## config.mk

```make
export PLATFORM = sky130hd
export DESIGN_NAME = vds_sequencer
export DESIGN_NICKNAME = d
export VERILOG_FILES = /design/src/vds_pkg.sv /design/src/vds_sequencer.sv
export SDC_FILE = /design/constraint.sdc
export NUM_CORES = 1
export LEC_CHECK = 0
export BUFFER_PORTS_ARGS = -buffer_cell sky130_fd_sc_hd__buf_2
export CORE_UTILIZATION = 55
export CTS_BUF_LIST = sky130_fd_sc_hd__clkbuf_8
export CTS_CLUSTER_DIAMETER = 80
export CTS_CLUSTER_SIZE = 16
export DETAILED_ROUTE_END_ITERATION = 7
export GPL_TIMING_DRIVEN = 0
export PLACE_DENSITY = 0.78
export SETUP_SLACK_MARGIN = 0.3
export SKIP_CTS_REPAIR_TIMING = 1
export SYNTH_ARGS = -nofsm -noshare
export SYNTH_HDL_FRONTEND = slang
export SYNTH_SLANG_ARGS = --single-unit
```

## constraint.sdc

```tcl
create_clock -name mclk -period 5.2 [get_ports mclk]
set_clock_uncertainty 0.2 [all_clocks]
set_input_delay 1.04 -clock mclk [delete_from_list [all_inputs] [get_ports mclk]]
set_output_delay 1.04 -clock mclk [all_outputs]
set_load 0.02 [all_outputs]
```

## src/vds_pkg.sv

```systemverilog
package vds_pkg;

   // Register indices on the programmed-access port
   localparam logic [2:0] VDS_IDX_MEMORY_ADDRESS       = 3'h0;
   localparam logic [2:0] VDS_IDX_MEMORY_ADDRESS_DEF   = 3'h1;
   localparam logic [2:0] VDS_IDX_LINE_SIZE_COUNTS     = 3'h2;
   localparam logic [2:0] VDS_IDX_LINE_STRIDE_ZOOM     = 3'h3;
   localparam logic [2:0] VDS_IDX_DEVICE_TARGET        = 3'h4;
   localparam logic [2:0] VDS_IDX_DEVICE_TARGET_GO     = 3'h5;
   localparam logic [2:0] VDS_IDX_TRANSFER_MODE        = 3'h6;
   localparam logic [2:0] VDS_IDX_LINE_PROGRESS        = 3'h7;

   // Field positions
   localparam int VDS_MODE_LONG_BIT  = 6;
   localparam int VDS_MODE_SNOOP_BIT = 5;
   localparam int VDS_MODE_DIR_BIT   = 4;
   localparam int VDS_MODE_FILL_BIT  = 3;
   localparam int VDS_MODE_SYNC_BIT  = 2;
   localparam int VDS_HALF_LSB       = 16;
   localparam int VDS_MEM_TOP_BIT    = 31;

   // Transfer-type codes
   localparam logic [1:0] VDS_TYPE_MEM_READ  = 2'h0;
   localparam logic [1:0] VDS_TYPE_MEM_WRITE = 2'h2;

   // Default descriptor
   localparam logic [15:0] VDS_DEF_LINE_COUNT = 16'h0001;
   localparam logic [15:0] VDS_DEF_STRIDE     = 16'h0000;
   localparam logic [9:0]  VDS_DEF_ZOOM       = 10'h001;
   localparam logic [15:0] VDS_DEF_WIDTH      = 16'h000C;
   localparam logic [6:0]  VDS_DEF_MODE       = 7'h28;

   // Values after reset, and the beat buffer depth
   localparam logic [31:0] VDS_RST_WORD  = 32'h0000_0000;
   localparam logic [6:0]  VDS_RST_MODE  = 7'h00;
   localparam logic [1:0]  VDS_BUF_DEPTH = 2'h2;

   typedef enum logic [3:0] {
      VDS_IDLE = 4'b0001,
      VDS_SYNC = 4'b0010,
      VDS_RUN  = 4'b0100,
      VDS_STOP = 4'b1000
   } vds_state_t;

   // One beat handed to the bus side
   typedef struct packed {
      logic [31:0] memAddr;
      logic [31:0] busAddr;
      logic [31:0] fillData;
      logic        memWrite;
      logic        fillNoBus;
      logic        snoop;
      logic        longBurst;
   } vds_beat_t;

endpackage

```

## src/vds_sequencer.sv

```systemverilog
module vds_sequencer
   import vds_pkg::*;
#(
   parameter int BUF_DEPTH = 2
) (
   input  wire logic        mclk,
   input  wire logic        rst_b,
   input  wire logic        regWrite,
   input  wire logic        regRead,
   input  wire logic [2:0]  regIndex,
   input  wire logic [31:0] regWrData,
   output logic      [31:0] regRdData,
   output logic             regRdValid,
   input  wire logic        translateEn,
   input  wire logic [31:0] protectMask,
   input  wire logic [31:0] addressSubstitute,
   input  wire logic        externalSyncIn,
   input  wire logic        haltReq,
   input  wire logic        faultIn,
   output vds_beat_t        beatData,
   output logic             beatValid,
   input  wire logic        beatReady,
   output logic             busy,
   output logic             completePulse,
   output logic             faultPulse,
   output logic             typeUnsupported
);

   if (BUF_DEPTH != 2) begin : gBadDepth
      $error("vds_sequencer: BUF_DEPTH must be 2");
   end

   ////////////////////////////////////////////////////////////////////////////
   // Descriptor state

   vds_state_t  state;
   logic [31:0] memoryAddress;
   logic [15:0] lineCount;
   logic [15:0] lineWidth;
   logic [9:0]  lineZoom;
   logic [15:0] stride;
   logic [31:0] targetAddress;
   logic [6:0]  transferMode;
   logic [9:0]  zoomCount;
   logic [15:0] byteCount;

   logic        idleLike;
   logic        bufInReady;
   logic        emitBeat;
   logic        passEnd;
   logic [9:0]  zoomLeft;
   logic        dirUp;
   logic        wrMem;
   logic        wrDef;
   logic        wrSize;
   logic        wrStride;
   logic        wrTarget;
   logic        wrGo;
   logic        wrMode;
   logic        wrCount;
   vds_beat_t   newBeat;

   // Register writes are taken only in the idle and stopped states, not while waiting for sync or running
   function automatic logic vds_wr_hit(input logic       wr,
                                       input logic       idle,
                                       input logic [2:0] idx,
                                       input logic [2:0] want);
      vds_wr_hit = wr && idle && (idx == want);
   endfunction

   assign idleLike = (state == VDS_IDLE) || (state == VDS_STOP);
   assign wrMem    = vds_wr_hit(regWrite, idleLike, regIndex,
                                VDS_IDX_MEMORY_ADDRESS);
   assign wrDef    = vds_wr_hit(regWrite, idleLike, regIndex,
                                VDS_IDX_MEMORY_ADDRESS_DEF);
   assign wrSize   = vds_wr_hit(regWrite, idleLike, regIndex,
                                VDS_IDX_LINE_SIZE_COUNTS);
   assign wrStride = vds_wr_hit(regWrite, idleLike, regIndex,
                                VDS_IDX_LINE_STRIDE_ZOOM);
   assign wrTarget = vds_wr_hit(regWrite, idleLike, regIndex,
                                VDS_IDX_DEVICE_TARGET);
   assign wrGo     = vds_wr_hit(regWrite, idleLike, regIndex,
                                VDS_IDX_DEVICE_TARGET_GO);
   assign wrMode   = vds_wr_hit(regWrite, idleLike, regIndex,
                                VDS_IDX_TRANSFER_MODE);
   assign wrCount  = vds_wr_hit(regWrite, idleLike, regIndex,
                                VDS_IDX_LINE_PROGRESS);

   assign dirUp    = transferMode[VDS_MODE_DIR_BIT];
   // Pass end rewinds for another zoom pass or steps to the next line
   assign passEnd  = (state == VDS_RUN) && lineCount != 16'h0000
                     && byteCount == 16'h0000 && !haltReq && !faultIn;
   assign emitBeat = (state == VDS_RUN) && lineCount != 16'h0000
                     && byteCount != 16'h0000 && bufInReady
                     && !haltReq && !faultIn;
   assign zoomLeft = (zoomCount == 10'h000) ? 10'h000 : zoomCount - 10'h001;

   // Translated addresses drop the top bit
   function automatic logic [31:0] vds_mem_phys(input logic [31:0] a,
                                                input logic xl);
      vds_mem_phys = a;
      if (xl) begin
         vds_mem_phys[VDS_MEM_TOP_BIT] = 1'b0;
      end
   endfunction

   always_comb begin
      newBeat.memAddr   = vds_mem_phys(memoryAddress, translateEn);
      newBeat.busAddr   = (targetAddress & ~protectMask)
                          | (addressSubstitute & protectMask);
      newBeat.fillData  = targetAddress;
      newBeat.memWrite  = transferMode[1:0] == VDS_TYPE_MEM_WRITE;
      newBeat.fillNoBus = newBeat.memWrite
                          && transferMode[VDS_MODE_FILL_BIT];
      newBeat.snoop     = transferMode[VDS_MODE_SNOOP_BIT];
      newBeat.longBurst = transferMode[VDS_MODE_LONG_BIT];
   end

   ////////////////////////////////////////////////////////////////////////////
   // Control state machine

   always_ff @(posedge mclk or negedge rst_b) begin
      if (!rst_b) begin
         state           <= VDS_IDLE;
         completePulse   <= 1'b0;
         faultPulse      <= 1'b0;
         typeUnsupported <= 1'b0;
      end else begin
         completePulse <= 1'b0;
         faultPulse    <= 1'b0;
         case (state)
            VDS_IDLE, VDS_STOP: begin
               // An accumulation type ends at once and moves no beats
               if (wrGo) begin
                  if (transferMode[0]) begin
                     typeUnsupported <= 1'b1;
                     completePulse   <= 1'b1;
                     state           <= VDS_IDLE;
                  end else begin
                     typeUnsupported <= 1'b0;
                     if (transferMode[VDS_MODE_SYNC_BIT]) begin
                        state <= VDS_SYNC;
                     end else begin
                        state <= VDS_RUN;
                     end
                  end
               end
            end
            VDS_SYNC: begin
               if (haltReq) begin
                  state <= VDS_STOP;
               end else if (externalSyncIn) begin
                  state <= VDS_RUN;
               end
            end
            VDS_RUN: begin
               if (faultIn) begin
                  state      <= VDS_STOP;
                  faultPulse <= 1'b1;
               end else if (haltReq) begin
                  state <= VDS_STOP;
               end else if (lineCount == 16'h0000) begin
                  state         <= VDS_IDLE;
                  completePulse <= 1'b1;
               end
            end
            default: begin
               state <= VDS_IDLE;
            end
         endcase
      end
   end

   ////////////////////////////////////////////////////////////////////////////
   // Descriptor registers and address sequencing

   always_ff @(posedge mclk or negedge rst_b) begin
      if (!rst_b) begin
         memoryAddress <= VDS_RST_WORD;
         lineCount     <= VDS_RST_WORD[15:0];
         lineWidth     <= VDS_RST_WORD[15:0];
         lineZoom      <= VDS_RST_WORD[9:0];
         stride        <= VDS_RST_WORD[15:0];
         zoomCount     <= VDS_RST_WORD[9:0];
         byteCount     <= VDS_RST_WORD[15:0];
      end else if (emitBeat) begin
         byteCount <= byteCount - 16'h0001;
         if (dirUp) begin
            memoryAddress <= memoryAddress + 32'h0000_0001;
         end else begin
            memoryAddress <= memoryAddress - 32'h0000_0001;
         end
      end else if (passEnd) begin
         byteCount <= lineWidth;
         if (zoomLeft != 10'h000) begin
            zoomCount <= zoomLeft;
            if (dirUp) begin
               memoryAddress <= memoryAddress - {16'h0000, lineWidth};
            end else begin
               memoryAddress <= memoryAddress + {16'h0000, lineWidth};
            end
         end else begin
            zoomCount     <= lineZoom;
            lineCount     <= lineCount - 16'h0001;
            memoryAddress <= memoryAddress
                             + {{16{stride[15]}}, stride};
         end
      end else if (wrDef) begin
         memoryAddress <= regWrData;
         lineCount     <= VDS_DEF_LINE_COUNT;
         lineWidth     <= VDS_DEF_WIDTH;
         lineZoom      <= VDS_DEF_ZOOM;
         stride        <= VDS_DEF_STRIDE;
         zoomCount     <= VDS_DEF_ZOOM;
         byteCount     <= VDS_DEF_WIDTH;
      end else if (wrMem) begin
         memoryAddress <= regWrData;
      end else if (wrSize) begin
         lineCount <= regWrData[31:VDS_HALF_LSB];
         lineWidth <= regWrData[15:0];
         byteCount <= regWrData[15:0];
      end else if (wrStride) begin
         lineZoom  <= regWrData[25:VDS_HALF_LSB];
         stride    <= regWrData[15:0];
         zoomCount <= regWrData[25:VDS_HALF_LSB];
      end else if (wrCount) begin
         zoomCount <= regWrData[25:VDS_HALF_LSB];
         byteCount <= regWrData[15:0];
      end
   end

   always_ff @(posedge mclk or negedge rst_b) begin
      if (!rst_b) begin
         targetAddress <= VDS_RST_WORD;
         transferMode  <= VDS_RST_MODE;
      end else if (wrTarget || wrGo) begin
         targetAddress <= regWrData;
      end else if (wrDef) begin
         transferMode <= VDS_DEF_MODE;
      end else if (wrMode) begin
         transferMode <= regWrData[6:0];
      end
   end

   ////////////////////////////////////////////////////////////////////////////
   // Register read-back

   always_ff @(posedge mclk or negedge rst_b) begin
      if (!rst_b) begin
         regRdData  <= VDS_RST_WORD;
         regRdValid <= 1'b0;
         busy       <= 1'b0;
      end else begin
         regRdValid <= regRead;
         busy       <= (state == VDS_SYNC) || (state == VDS_RUN);
         if (regRead) begin
            case (regIndex)
               VDS_IDX_MEMORY_ADDRESS, VDS_IDX_MEMORY_ADDRESS_DEF: begin
                  regRdData <= memoryAddress;
               end
               VDS_IDX_LINE_SIZE_COUNTS: begin
                  regRdData <= {lineCount, lineWidth};
               end
               VDS_IDX_LINE_STRIDE_ZOOM: begin
                  regRdData <= {6'h00, lineZoom, stride};
               end
               VDS_IDX_DEVICE_TARGET: begin
                  regRdData <= targetAddress;
               end
               VDS_IDX_TRANSFER_MODE: begin
                  regRdData <= {25'h0000000, transferMode};
               end
               VDS_IDX_LINE_PROGRESS: begin
                  regRdData <= {6'h00, zoomCount, byteCount};
               end
               default: begin
                  regRdData <= VDS_RST_WORD;
               end
            endcase
         end
      end
   end

   ////////////////////////////////////////////////////////////////////////////
   // Two-entry beat buffer; output slot is always entry 0

   vds_beat_t  slot [2];
   logic [1:0] fill;
   logic       popBeat;

   assign popBeat    = beatValid && beatReady;
   assign bufInReady = fill != VDS_BUF_DEPTH;
   assign beatData   = slot[0];

   // Entry 0 always feeds the output, so a stalled beat never moves
   always_ff @(posedge mclk or negedge rst_b) begin
      if (!rst_b) begin
         fill      <= 2'h0;
         beatValid <= 1'b0;
         slot[0]   <= '0;
         slot[1]   <= '0;
      end else begin
         if (popBeat && emitBeat) begin
            if (fill == VDS_BUF_DEPTH) begin
               slot[0] <= slot[1];
               slot[1] <= newBeat;
            end else begin
               slot[0] <= newBeat;
            end
         end else if (popBeat) begin
            slot[0]   <= slot[1];
            fill      <= fill - 2'h1;
            beatValid <= fill == VDS_BUF_DEPTH;
         end else if (emitBeat) begin
            slot[fill[0]] <= newBeat;
            fill          <= fill + 2'h1;
            beatValid     <= 1'b1;
         end
      end
   end

endmodule

```

[Yosys cells after proc, flatten, opt, wreduce, memory -nomap -nowiden]
Cells that the tools add are included.
Storage, ports and cells
  register bits after elaboration: 399
  bits in latches: 0
  bits in writable memories: 0
  bits in read-only memories: 0
  bits of input ports: 108
  logic and storage cells: 206
  memories: 0
Cells by class
  add/subtract/negate cells: 10
  multipliers: 0
  div/mod/pow operators: 0
  $lt $le $gt $ge: 2
  equality and inequality tests: 26
  shifts and indexed selects: 0
  muxes and demuxes: 72
  bitwise gates (word level): 9
  reductions and logical operators: 55
Operators with widths (number)
  2-to-1 mux 100 bit: 5
  2-to-1 mux 200 bit: 2
  2-to-1 mux 16 bit: 19
  2-to-1 mux 32 bit: 7
  bitwise mux 200 bit: 1
  case mux 32 bit (6 select lines): 1
  2-to-1 mux 10 bit: 12
  demux 100 bit (select 1 bit): 1
  bitwise AND 32 bit: 2
  adder 32 x 1 -> 32 bit, second input constant: 1
  adder 32 x 16 -> 32 bit: 1
  adder 32 bit: 1
  logical NOT 16 bit: 2
  NOT 32 bit: 1
  OR 32 bit: 1
  nonzero test 16 bit: 2
  subtractor 16 x 1 -> 16 bit, second input constant: 2
  subtractor 32 x 1 -> 32 bit, second input constant: 1
  subtractor 32 x 16 -> 32 bit: 1
  2-to-1 mux 4 bit: 6
  logical AND 1 bit: 21
  2-to-1 mux 7 bit: 2
  == test 3 bit, second input constant: 4
  case mux 4 bit (3 select lines): 1
  other kinds (39): 77

[Logic depth before layout (Yosys ltp)]
  depth after elaboration: 11
  gate-level depth with buffers: 24
  depth with buffers taken out: 23

[Least setup slack after synthesis]
OpenSTA, ideal clock, no wires.
  path kind: reg-to-reg
  from: reg zoomCount[4]
  to: reg memoryAddress[24]
  data arrival time: 4690 ps
  data required time: 4914 ps
  setup slack: 225 ps
  stages on the path, launching flop included: 22
  path buffers: 3
  clock period less this slack: 4975 ps
  cells stage by stage: dfrtp_1 > buf_2 > or4_4 > or3_1 > a21oi_2 > nand4_2 > clkbuf_1 > clkbuf_1 > o21ai_0 > ha_1 > inv_1 > fa_1 > a211oi_1 > o21bai_1 > a31oi_1 > o31ai_1 > a211o_1 > a21oi_1 > o21ai_0 > xor2_1 > nand2_1 > a32oi_1
On the way
  word-level cells in the longest chain between the ends: 6
  elaborated cells on any way between the ends: 7
  classes of those cells: 1 x add/sub; 4 x mux; 2 x reduce/logical
Ends and longest elaborated chain
  from (decl): RTL line vds_sequencer.sv:44  | logic [9:0] zoomCount;
  from (signal assigned): RTL line vds_sequencer.sv:184  | zoomCount <= VDS_RST_WORD[9:0];
  from (signal assigned): RTL line vds_sequencer.sv:196  | zoomCount <= zoomLeft;
  from (signal assigned): RTL line vds_sequencer.sv:203  | zoomCount <= lineZoom;
  subtractor 10 x 1 -> 10 bit / logical NOT 10 bit (equally long branches): RTL line vds_sequencer.sv:96  | assign zoomLeft = (zoomCount == 10'h000) ? 10'h000 : zoomCount - 10'h001;
  2-to-1 mux 10 bit *: RTL line vds_sequencer.sv:96
  nonzero test 10 bit *: RTL line vds_sequencer.sv:195  | if (zoomLeft != 10'h000) begin
  2-to-1 mux 32 bit *: RTL line vds_sequencer.sv:195
  2-to-1 mux 32 bit *: RTL line vds_sequencer.sv:193  | end else if (passEnd) begin
  2-to-1 mux 32 bit *: RTL line vds_sequencer.sv:186  | end else if (emitBeat) begin
  to (signal assigned): RTL line vds_sequencer.sv:189  | memoryAddress <= memoryAddress + 32'h0000_0001;
  to (signal assigned): RTL line vds_sequencer.sv:191  | memoryAddress <= memoryAddress - 32'h0000_0001;
  to (signal assigned): RTL line vds_sequencer.sv:198  | memoryAddress <= memoryAddress - {16'h0000, lineWidth};
  to (decl): RTL line vds_sequencer.sv:37  | logic [31:0] memoryAddress;
Mark *: on every way between the ends. The rest lies on a longest branch, timed or not.
A chain may end at the register's enable or synchronous reset.

[Final worst setup path]
  from: reg zoomCount[3]
  to: reg memoryAddress[27]
The elaborated chain is that of the path after synthesis.

==> results.tsv <==
stage	metric	value	unit
timing	tightest_slew	1060	ps
synthesis	synth_cells	3110	
pwr	p_leak	13.3	nW
die	dieArea	46800	µm²
pwr	p_sw_share	50.3	%
setup_path	worstSetupPathType	reg -> reg	
synthesis	ys.flop_type	dfrtp_1	
synthesis	ys_warn_count	0	
global_route	grtUsageTotal	42.3	%
synthesis	syn_avg_cell_area	8.12	µm²
placement	dp_hpwl	76800	µm
clock_network	tritoncts	yes	
global_route	grt-ovfl-total	0	
final_layout	nets	3633	
global_route	first_global_vias	24501	
synthesis	synth_area	25300	µm²
die	rows	78	
timing	finalHoldViolations	0	
timing	min_period_over_period	97.9	%
synthesis	synth_edf_count	0	
placement	dp.cells	3957	
setup_path	cp_max_fo	7	
hold_path	hold_class	in -> async	
clock_network	clk_pin_slew	120	ps
timing	min_period	5090	ps
die	io_pins	246	
synthesis	ys_types	81	
pwr	seq_power_share	31.0	%
timing	fmax	196	MHz
timing	slew_headroom	28.9	%
placement	portBuffers	244	
synthesis	syn-num-nets	3291	
placement	pre_cts_ws	-1120	ps
synthesis	ys_seq_area_share	39.5	%
clock_network	cts-root-buf	clkbuf_8	
pwr	comb_power_share	60.9	%
drt	drt-total-wl	102000	µm
drt	postRouteAntennaNets	0	
global_route	grt_pass1_wl	149000	µm
drt	wl_per_cell	25.2	µm
setup_path	arrival	5470	ps
drt	vias_per_cell	6.44	
final_layout	area_growth	16.0	%
drt	num_vias	26175	
die	die_x	216	µm
drt	drcViolationCount	0	
pwr	peakVddDrop	0.000508	V
outcome	status	complete, no violations	
clock_network	cts_sinks	399	
pwr	power_density	723	nW/µm²
timing	grt_setup_unrepaired	yes	
drt	drtIter0Drc	3568	
timing	slew_viol_final	0	
pwr	intPower	10.5	mW
final_layout	drive_above_1_share	20.7	%
global_route	antenna_found_initial	3	
die	chipHeight	216	µm
synthesis	async_flop_share	100	%
drt	first_pass_iters	6	
setup_path	required	5580	ps
final_layout	fin_cells	4066	
setup_path	startpoint_type	register	
die	fp.coreArea	45400	µm²
clock_network	clock_path_buffers	3	
timing	setup_viol	0	
job	max-cap-violations	0	
synthesis	synth_seq_cells	399	
clock_network	cts_made_buffers	31	
global_route	grt_max_degree	124	
pwr	power.total	21.2	mW
pwr	clkPwrFrac	8.2	%
timing	layout_setup_ws	111	ps
clock_network	cts_max_level	1	
placement	gp_congestion	1.01	
final_layout	fill_cells	3946	
die	initial_utilization	55.7	%
clock_network	clk_latency	720	ps
pwr	switching_power	10.7	mW
setup_path	end_kind	register	
[sequential cells by signal, summed over array words and instances (netlist names), 10 cells and up]
signal         flops
slot             100
lineZoom          10
beatData         100
memoryAddress     32
regRdData         32
lineWidth         16
stride            16
targetAddress     32
zoomCount         10
byteCount         16
lineCount         16
[through the flow]
step                hold WS [ps]  setup TNS [ps]  util, %  cell area (µm²)
floorplan                    258               0        -            25300
global placement             273        -2065330     60.0            27200
detailed placement           279          -84710     60.2            27300
CTS                         82.7          -62080     61.4            27900
global route                 105           -74.5     64.5            29300
finish                      78.5               0     64.5            29300
[area by class of cell]
type / count / area, µm² / area share, %
Antenna cell: 3 / 7.51 / 0.0256
Inverter: 76 / 295 / 1.01
Tap cell: 600 / 751 / 2.56
Buffer: 312 / 1770 / 6.05
Multi-Input combinational cell: 2323 / 14100 / 48.2
Clock inverter: 12 / 91.3 / 0.312
Sequential cell: 399 / 9990 / 34.1
Timing Repair inverter: 1 / 7.51 / 0.0256
Timing Repair Buffer: 308 / 1820 / 6.20
Clock buffer: 32 / 440 / 1.50
[power by group through the flow]
stage / Clock (mW) / Sequential [mW] / Combinational (mW)
finish: 1.73 / 6.56 / 12.9
global route: 1.83 / 6.62 / 13.9
CTS: 1.73 / 6.34 / 11.0
detailed placement: 0 / 6.40 / 11.0
global placement: 0 / 6.33 / 10.7
floorplan: 0 / 5.56 / 8.16
[cell usage in the layout (no fill, tap or decap), types with 24 or more instances in the layout]
cell	instances
nor2_1	447
nand2_1	445
dfrtp_1	392
a21oi_1	315
buf_2	271
o21ai_0	182
buf_4	168
clkbuf_1	116
a22oi_1	96
o22ai_1	76
inv_1	74
ha_1	57
xnor2_1	52
mux2i_1	52
a221oi_1	48
mux2_2	39
nor3_1	37
nor2b_1	32
clkbuf_8	32
xor2_1	28
buf_1	25
o21ai_1	24
[metal layers]
metal	share of wire [%]	global-route usage (%)	vias up
li1	-	-	11548
met1	37	52.4	12537
met2	45	66.5	1674
met3	10	8.00	414
met4	8.5	29.9	2
met5	0.015	0	-
[cell families after synthesis]
group,count (synthesis),synth area share (%)
and+or+nand+nor,1105,18.5
xor gates and xnor gates,84,2.91
DFF,399,39.5
adders and majority gates,73,3.68
muxes,92,3.84
AOI/OAI and AO/OA,969,23.9
buffers and inverters,388,7.68
[cells in the mapped netlist, types with 15 or more instances]
cell	count	area share, %
buf_4	106	3.2
a221oi_1	69	2.4
and3_1	16	0.40
mux2_2	39	1.7
xor2_1	32	1.1
nor3_1	41	0.81
o22ai_1	76	1.9
nor2b_1	34	0.84
nand2_1	450	6.7
a22oi_1	96	2.9
a21oi_1	330	6.5
xnor2_1	52	1.8
ha_1	71	3.5
buf_2	26	0.52
and2_1	15	0.37
o21ai_0	200	4.0
dfrtp_1	398	39
nand3_1	20	0.40
a31oi_1	18	0.45
mux2i_1	53	2.1
a21o_1	23	0.68
a311oi_1	27	0.94
a211oi_1	20	0.59
clkbuf_1	143	2.1
nor2_1	456	6.8
buf_1	29	0.43
inv_1	74	1.1
[critical path, stage by stage, from the launching register on]
cell and delay, ps:
dfrtp_2 460, nor2_4 160, nand3_2 140, or3_1 380, nor2_2 150, mux2i_2 340
nand4_4 270, buf_6 220, buf_12 140, nand2_4 50, o21ai_1 60, ha_1 340
o21a_1 210, o31ai_4 110, a21oi_2 270, a31oi_4 150, o21ai_4 280, a21oi_4 140
o41ai_4 400, xnor2_1 190, o221ai_1 140, o21a_1 140
[final timing paths]
check | cells after the start | to | slack (ps) | start
max in group asynchronous | 3 | byteCount[1] | 3100 | rst_b
min in group mclk | 1 | regRdValid | 240 | regRead
hold / removal | 1 | beatData[86] | 80 | rst_b
hold reg to reg | 2 | slot[21] | 310 | slot[21]
setup / recovery | 21 | memoryAddress[27] | 110 | zoomCount[3]
setup reg to reg | 21 | memoryAddress[27] | 110 | zoomCount[3]
No activity file was read; power rests on OpenSTA's default activity.
